===== src/design/msx_pkg.sv =====
// msx_pkg: shared types and constants for the skip / table-read / xor execution block
// assumes an 8-bit data path, a 16-bit program word and a 16-bit program address
package msx_pkg;

   localparam int MSX_DATA_W = 8;
   localparam int MSX_ROM_AW = 16;
   localparam int MSX_ROM_DW = 16;
   localparam int MSX_MEM_AW = 8;
   localparam int MSX_PAGE_W = 8; // page bits above the table pointer byte

   // reset values
   localparam logic [7:0] MSX_ACC_RST = 8'h00;
   localparam logic [7:0] MSX_TBH_RST = 8'h00;
   localparam logic MSX_ZF_RST = 1'b0;
   // page used by the last-page table read
   localparam logic [MSX_PAGE_W-1:0] MSX_LAST_PAGE = 8'hFF;
   // cycles spent by a taken skip and by an untaken one
   localparam int MSX_SKIP_CYCLES = 2;
   localparam int MSX_PLAIN_CYCLES = 1;

   // operation codes presented by the decoder
   typedef enum logic [3:0] {
      MSX_OP_NONE = 4'h0,
      MSX_OP_SKIP_ZERO = 4'h1,
      MSX_OP_MOVE_SKIP_ZERO = 4'h2,
      MSX_OP_SKIP_BIT_ZERO = 4'h3,
      MSX_OP_TABLE_CURRENT = 4'h4,
      MSX_OP_TABLE_LAST = 4'h5,
      MSX_OP_XOR_ACC_MEM = 4'h6,
      MSX_OP_XOR_INTO_MEM = 4'h7,
      MSX_OP_XOR_IMM = 4'h8
   } msx_op_t;

   // one decoded instruction
   typedef struct packed {
      logic valid;
      msx_op_t op;
      logic [MSX_MEM_AW-1:0] addr;
      logic [2:0] bit_sel;
      logic [7:0] imm;
   } msx_instr_t;

   // data-memory write request
   typedef struct packed {
      logic we;
      logic [MSX_MEM_AW-1:0] addr;
      logic [7:0] data;
   } msx_mem_wr_t;

   // execution phases
   typedef enum logic [1:0] {
      MSX_ST_EXEC = 2'b00,
      MSX_ST_TABLE = 2'b01,
      MSX_ST_DUMMY = 2'b10
   } msx_state_t;

endpackage : msx_pkg


===== src/design/msx_data_mem.sv =====
// msx_data_mem: data memory with one registered read port and one write port
// assumes read address is presented one cycle before the data is used
module msx_data_mem (
   // clock
   input wire logic clk,
   // read port
   input wire logic [msx_pkg::MSX_MEM_AW-1:0] rd_addr,
   output logic [7:0] rd_data,
   // write port
   input wire msx_pkg::msx_mem_wr_t wr
);
   import msx_pkg::*;

   logic [7:0] mem [0:(1<<MSX_MEM_AW)-1];

   // write-through so a read of the word just written sees new data
   always_ff @(posedge clk) begin
      if (wr.we) begin
         mem[wr.addr] <= wr.data;
      end
      if (wr.we && wr.addr == rd_addr) begin
         rd_data <= wr.data;
      end else begin
         rd_data <= mem[rd_addr];
      end
   end

endmodule : msx_data_mem


===== src/design/msx_exec.sv =====
// msx_exec: executes the zero-test skips, the two table reads and the three xor forms
// assumes the decoder holds an instruction until instr_ready and the fetch unit
// drops its prefetched word when flush pulses; rom_data must be valid by the edge
// that ends the rom_req cycle, so the program rom is read without a register
// Function
// - zero data byte discards prefetched instruction, two cycles; nonzero takes one
// - move-and-skip copies byte to working register, skips two cycles when zero
// - bit test skips with dummy cycle when selected bit is zero
// - current-page table read: low byte to memory, high byte to table high
// - last-page table read: same transfer using the last program page
// - xor of register and memory byte goes to register, zero flag only
// - xor of memory byte and register written back to memory, zero flag only
// - xor of register and immediate goes to register, zero flag only
module msx_exec (
   // clock and reset
   input wire logic clk,
   input wire logic rst,
   // decoded instruction
   input wire msx_pkg::msx_instr_t instr,
   output logic instr_ready,
   // pipeline control
   output logic flush,
   output logic busy,
   // table pointer and program page from the core
   input wire logic [7:0] table_pointer,
   input wire logic [msx_pkg::MSX_PAGE_W-1:0] current_page,
   // program rom port
   output logic rom_req,
   output logic [msx_pkg::MSX_ROM_AW-1:0] rom_addr,
   input wire logic [msx_pkg::MSX_ROM_DW-1:0] rom_data,
   // core state
   output logic [7:0] working_register,
   output logic [7:0] table_high_byte,
   output logic zero_flag,
   // data memory access for the core and observers
   input wire logic [msx_pkg::MSX_MEM_AW-1:0] core_rd_addr,
   output logic [7:0] mem_rd_data,
   input wire msx_pkg::msx_mem_wr_t core_wr
);
   import msx_pkg::*;

   msx_state_t state_q, state_d;
   logic [7:0] acc_q;
   logic [7:0] tbh_q;
   logic zf_q;
   logic [MSX_MEM_AW-1:0] tbl_addr_q;
   logic [MSX_ROM_AW-1:0] rom_addr_q;
   logic rom_req_q;
   logic flush_q;
   // operand staging: instruction is latched on the same edge that registers its memory byte
   msx_instr_t stage_q;
   logic stage_v_q;
   logic [7:0] mem_byte;
   logic [7:0] xor_res;
   logic skip_take;
   logic [MSX_MEM_AW-1:0] mem_rd_addr;
   msx_mem_wr_t wr_d;
   msx_mem_wr_t mem_wr;

   // read the operand address of an accepted instruction, otherwise serve the core
   assign mem_rd_addr = (instr.valid && instr_ready) ? instr.addr : core_rd_addr;

   msx_data_mem u_mem (
      .clk(clk),
      .rd_addr(mem_rd_addr),
      .rd_data(mem_byte),
      .wr(mem_wr)
   );

   assign mem_rd_data = mem_byte;

   // new work only while idle and no staged operand is pending
   assign instr_ready = (state_q == MSX_ST_EXEC) && !stage_v_q;
   assign busy = (state_q != MSX_ST_EXEC) || stage_v_q;

   // latch the instruction while its memory operand is read
   always_ff @(posedge clk) begin
      if (rst) begin
         stage_q <= '0;
         stage_v_q <= 1'b0;
      end else begin
         stage_v_q <= instr.valid && instr_ready && instr.op != MSX_OP_NONE;
         if (instr.valid && instr_ready) begin
            stage_q <= instr;
         end
      end
   end

   // xor source is the immediate or the memory byte
   assign xor_res = acc_q ^ ((stage_q.op == MSX_OP_XOR_IMM) ? stage_q.imm : mem_byte);

   // skip decision from the staged operand
   always_comb begin
      skip_take = 1'b0;
      if (stage_v_q) begin
         case (stage_q.op)
            MSX_OP_SKIP_ZERO: skip_take = (mem_byte == 8'h00);
            MSX_OP_MOVE_SKIP_ZERO: skip_take = (mem_byte == 8'h00);
            MSX_OP_SKIP_BIT_ZERO: skip_take = !mem_byte[stage_q.bit_sel];
            default: skip_take = 1'b0;
         endcase
      end
   end

   // phase sequencing: a taken skip spends one dummy cycle, a table read waits for rom
   always_comb begin
      state_d = state_q;
      case (state_q)
         MSX_ST_EXEC: begin
            if (skip_take) begin
               state_d = MSX_ST_DUMMY;
            end else if (stage_v_q && (stage_q.op == MSX_OP_TABLE_CURRENT ||
                                       stage_q.op == MSX_OP_TABLE_LAST)) begin
               state_d = MSX_ST_TABLE;
            end
         end
         MSX_ST_TABLE: state_d = MSX_ST_EXEC;
         MSX_ST_DUMMY: state_d = MSX_ST_EXEC;
         default: state_d = MSX_ST_EXEC;
      endcase
   end

   always_ff @(posedge clk) begin
      if (rst) begin
         state_q <= MSX_ST_EXEC;
      end else begin
         state_q <= state_d;
      end
   end

   // discard the prefetched word when a skip is taken
   always_ff @(posedge clk) begin
      if (rst) begin
         flush_q <= 1'b0;
      end else begin
         flush_q <= skip_take;
      end
   end
   assign flush = flush_q;

   // table read address: page from current or last page, low part from the pointer
   always_ff @(posedge clk) begin
      if (rst) begin
         rom_req_q <= 1'b0;
         rom_addr_q <= '0;
         tbl_addr_q <= '0;
      end else begin
         rom_req_q <= 1'b0;
         if (state_q == MSX_ST_EXEC && stage_v_q) begin
            tbl_addr_q <= stage_q.addr;
            if (stage_q.op == MSX_OP_TABLE_CURRENT) begin
               rom_req_q <= 1'b1;
               rom_addr_q <= {current_page, table_pointer};
            end else if (stage_q.op == MSX_OP_TABLE_LAST) begin
               rom_req_q <= 1'b1;
               rom_addr_q <= {MSX_LAST_PAGE, table_pointer};
            end
         end
      end
   end
   assign rom_req = rom_req_q;
   assign rom_addr = rom_addr_q;

   // table high byte takes the upper half of the fetched word
   always_ff @(posedge clk) begin
      if (rst) begin
         tbh_q <= MSX_TBH_RST;
      end else if (state_q == MSX_ST_TABLE) begin
         tbh_q <= rom_data[15:8];
      end
   end
   assign table_high_byte = tbh_q;

   // working register updates
   always_ff @(posedge clk) begin
      if (rst) begin
         acc_q <= MSX_ACC_RST;
      end else if (state_q == MSX_ST_EXEC && stage_v_q) begin
         case (stage_q.op)
            MSX_OP_MOVE_SKIP_ZERO: acc_q <= mem_byte;
            MSX_OP_XOR_ACC_MEM: acc_q <= xor_res;
            MSX_OP_XOR_IMM: acc_q <= xor_res;
            default: acc_q <= acc_q;
         endcase
      end
   end
   assign working_register = acc_q;

   // zero flag: only the xor forms touch it
   always_ff @(posedge clk) begin
      if (rst) begin
         zf_q <= MSX_ZF_RST;
      end else if (state_q == MSX_ST_EXEC && stage_v_q) begin
         case (stage_q.op)
            MSX_OP_XOR_ACC_MEM, MSX_OP_XOR_INTO_MEM, MSX_OP_XOR_IMM: begin
               zf_q <= (xor_res == 8'h00);
            end
            default: zf_q <= zf_q;
         endcase
      end
   end
   assign zero_flag = zf_q;

   // memory writes from this block take priority over the core port
   always_comb begin
      wr_d = '0;
      if (state_q == MSX_ST_TABLE) begin
         wr_d.we = 1'b1;
         wr_d.addr = tbl_addr_q;
         wr_d.data = rom_data[7:0];
      end else if (state_q == MSX_ST_EXEC && stage_v_q && stage_q.op == MSX_OP_XOR_INTO_MEM) begin
         wr_d.we = 1'b1;
         wr_d.addr = stage_q.addr;
         wr_d.data = xor_res;
      end
   end
   // core write only lands when the block is not writing in the same cycle
   // limitation: a colliding core write is dropped, the core must hold off while busy
   assign mem_wr = wr_d.we ? wr_d : core_wr;

endmodule : msx_exec


===== config.mk =====
export PLATFORM = sky130hd
export DESIGN_NAME = msx_exec
export DESIGN_NICKNAME = d
export VERILOG_FILES = /design/src/design/msx_pkg.sv /design/src/design/msx_data_mem.sv /design/src/design/msx_exec.sv
export SDC_FILE = /design/constraint.sdc
export NUM_CORES = 2
export LEC_CHECK = 0
export BUFFER_PORTS_ARGS = -buffer_cell sky130_fd_sc_hd__buf_2
export CORE_MARGIN = 3
export CORE_UTILIZATION = 30
export DETAILED_ROUTE_END_ITERATION = 8
export GPL_TIMING_DRIVEN = 0
export PLACE_DENSITY = 0.51
export SETUP_SLACK_MARGIN = 0.4
export SLEW_MARGIN = 20
export SYNTH_ARGS = -nofsm -noshare
export SYNTH_HDL_FRONTEND = slang
export SYNTH_SLANG_ARGS = --single-unit

===== constraint.sdc =====
create_clock -name clk -period 36.7 [get_ports clk]
set_input_delay 11.01 -clock clk [delete_from_list [all_inputs] [get_ports clk]]
set_output_delay 11.01 -clock clk [all_outputs]
set_load 0.005 [all_outputs]

==> results_dict.tcl <==
set metrics [dict create \
    die-width_um 533.9 \
    grt_overflow_total 0 \
    fin_nets 4899 \
    ant_nets 0 \
    number_of_flops_mapped_to_enable_cells_by_yosys 2048 \
    achievable-frequency_ghz 0.05220 \
    final_period_minus_worst_setup_slack_ps 19160 \
    final_layout_worst_hold_slack_ps 455.2 \
    die-height_um 533.9 \
    max_slew_margin_pct 10.64 \
    cts-resized-gates 0 \
    power.ir.vdd_worst_mv 0.04823 \
    timing_hold_violations_final 0 \
    syn_area_mm2 0.08361 \
    tritoncts_clock_tree "built" \
    syn2layout_area_growth_pct 18.39 \
    clock_tree.buffer_depth 3 \
    rsz_0062_raised_after_global_routing "no" \
    top_routing_layer_in_use "met5" \
    synthesis.area_per_instance_um2 19.16 \
    route.detailed.drc 0 \
    syn_inst 4364 \
    i_o_pin_cnt 128 \
    io_buffer_count 127 \
    result_of_the_run "finished, final reports clean" \
    met2_wirelength_um 155700 \
    via_per_inst 5.831 \
    synthDistinctLibCells 79 \
    routed_wirelength_um 364700 \
    initial_core_util_pct 30.19 \
    drt_pre_antenna_iters 6 \
    synth_nets 4447 \
    layout-drive-gt1-share_pct 24.38 \
    start_kind "register" \
    power.density_mw_per_mm2 56.72 \
    synthArstFlopShare_pct 0 \
    synth_flop_cell "edfxtp_1" \
    final.setup.tns_ps 0 \
    clk_transition_reported_paths_ps 60 \
    numPlacedInstances 8303 \
    drtIter0Drc 8862 \
    clock_insertion_delay_worst_skew_ps 890 \
    final_cell_count_no_fill 8726 \
    postSynthRegisterBits 2125 \
    slew_viol_final 0 \
    cts_setup_buffers 0 \
    global_route.usage.total_pct 24.96 \
    hold_path_class "register to register" \
    cts_buffers 216 \
    place_congestion 0.9660 \
    synth-warning-count 0 \
    clk_root_buffer_cell "clkbuf_16" \
    setup.worst_path.end_class "output pin" \
    fp-row-count 193 \
    final_min_period_over_clock_period_pct 52.20 \
    worst_slew_pin_slew_ps 1338 \
    largest_net_degree_at_the_start_of_global_routing 69 \
    antenna_found_initial 39 \
    worst_path_arrival_time_ps 8150 \
    worst_clock_skew_ps 80.49 \
    static-leakage-power_nw 31.30 \
    cap_viol_max_count 0 \
    clock_sink_count 2125 \
    htreeDepth 4 \
    reg2reg_slack_ps 27370 \
    place_hpwl_um 248000 \
    cts_hold_repair_buffers 0 \
    cp_max_fo 10 \
    die_ar_mm2 0.2851 \
    placeableCoreArea_mm2 0.2770 \
    met3_length_um 46470 \
    grt_pass1_vias 47080 \
    num_vias 50880 \
    finalSetupViolations 0 \
    wl_met1_um 138500 \
    drt-wirelength-per-cell_um 41.79 \
    first_pass_grt_wire_length_um 470100 \
    synth_seq_area_share_pct 75.40 \
    worst-setup-path-type "register to output pin" \
    worstPathRequired_ps 25690 \
]
-- metal layers --
layer  vias up  track usage, %
met5         -               0
met4         6           13.44
met3       844           8.107
met2      4067           36.35
met1     27170           33.04
li1      18800               -
-- per-stage QoR --
stage	power, mW	setup slack [ps]	cell area, um2	util, %
floorplan	3.019	18660	83610	-
global placement	3.387	2947	88880	32.09
detailed placement	3.384	18690	91830	33.16
CTS	5.591	17700	98930	35.72
global route	5.703	17820	98930	35.72
finish	5.614	17540	98980	35.74
-- layout by cell type (no fill, tap or decap), drive strengths merged, types with 14 or more instances in the layout --
cell type / count
nand2: 233
and2: 27
clkbuf: 390
a31oi: 19
mux2i: 271
mux4: 407
nand2b: 14
nor2: 321
a211oi: 19
nor2b: 24
a22o: 20
a221oi: 18
a21oi: 102
a22oi: 121
diode: 21
clkinv: 97
nor3: 43
edfxtp: 2048
nand4: 16
inv: 22
dfxtp: 77
mux2: 24
buf: 373
o21ai: 45
bufinv: 24
nand3: 28
o22ai: 45
-- kinds of logic (layout without fill, tap and decap cells) --
family                 count (synthesis)  count (layout)  share of synthesized area (%)
AO/OA/AOI/OAI                        488             488                          4.041
XOR/XNOR                               8               8                        0.08381
buffers and inverters                275             911                          1.887
flip-flops                          2125            2125                          75.40
multiplexers                         702             702                          14.55
other                                  0              21                              0
AND/OR/NAND/NOR                      766             766                          4.044
-- worst paths after layout --
path               start  cells after the start                 to
max             register                     14     mem_rd_data[1]
max reg2reg     register                     20  u_mem.mem[189][1]
min reg2reg  rom_addr[7]                      2        rom_addr[7]
min          rom_addr[7]                      2        rom_addr[7]
-- critical path: stages (launching register included) --
cell and delay, ps:
dfxtp_1 410, buf_2 220, buf_2 400, buf_4 530, buf_2 930, buf_2 690, buf_2 890, mux4_2 420
mux2i_1 110, a21oi_1 210, o211ai_1 250, a32oi_1 840, nand3_1 730, inv_1 300, buf_2 180
-- sequential cells by signal, summed over array words and instances, names as in the netlist, named ones only --
name	cells
stage_q	23
u_mem.mem	2048
stage_v_q	1
zero_flag	1
table_high_byte	8
state_q	2
rom_addr	16
working_register	8
tbl_addr_q	8
flush	1
rom_req	1
-- cells in the mapped netlist (10+ instances only) --
| master | number | area [um2] |
|---|---|---|
| o221ai_1 | 11 | 96.34 |
| mux2_2 | 15 | 168.9 |
| o21ai_0 | 35 | 175.2 |
| buf_6 | 31 | 349.1 |
| o22ai_1 | 45 | 281.5 |
| a221oi_1 | 18 | 157.7 |
| a21oi_1 | 102 | 510.5 |
| buf_8 | 13 | 195.2 |
| inv_1 | 13 | 48.80 |
| nor3_1 | 43 | 215.2 |
| a22o_1 | 20 | 175.2 |
| nand4_1 | 16 | 100.1 |
| o211ai_1 | 11 | 82.58 |
| nor2b_1 | 24 | 150.1 |
| o21ai_1 | 10 | 50.05 |
| dfxtp_1 | 77 | 1541 |
| mux2i_1 | 270 | 2703 |
| buf_2 | 58 | 290.3 |
| a22oi_1 | 121 | 908.4 |
| nand2_1 | 233 | 874.6 |
| buf_4 | 25 | 187.7 |
| clkbuf_1 | 121 | 454.2 |
| buf_1 | 12 | 45.04 |
| a211oi_1 | 18 | 135.1 |
| edfxtp_1 | 2048 | 61500 |
| nor2_1 | 320 | 1201 |
| nand2b_1 | 14 | 87.58 |
| nand3_1 | 28 | 140.1 |
| and2_1 | 25 | 156.4 |
| a31oi_1 | 19 | 118.9 |
| mux4_2 | 407 | 9166 |
| or3_1 | 12 | 75.07 |
-- layout make-up --
type | instances | area (um2)
timing repair buffer | 234 | 3308
multi-input combinational | 1964 | 19190
antenna | 21 | 52.55
tap | 3705 | 4636
clock inverter | 133 | 1473
buffer | 260 | 1604
inverter | 15 | 56.30
fill | 25800 | 178000
sequential | 2125 | 63040
clock buffer | 269 | 5620
-- power by group --
part	switching, mW	internal (mW)
clock network	0.993	1.26
registers	0.00488	2.67
logic	0.493	0.195
total	1.49	4.12
Note: power is estimated with default switching activity, not from simulation.
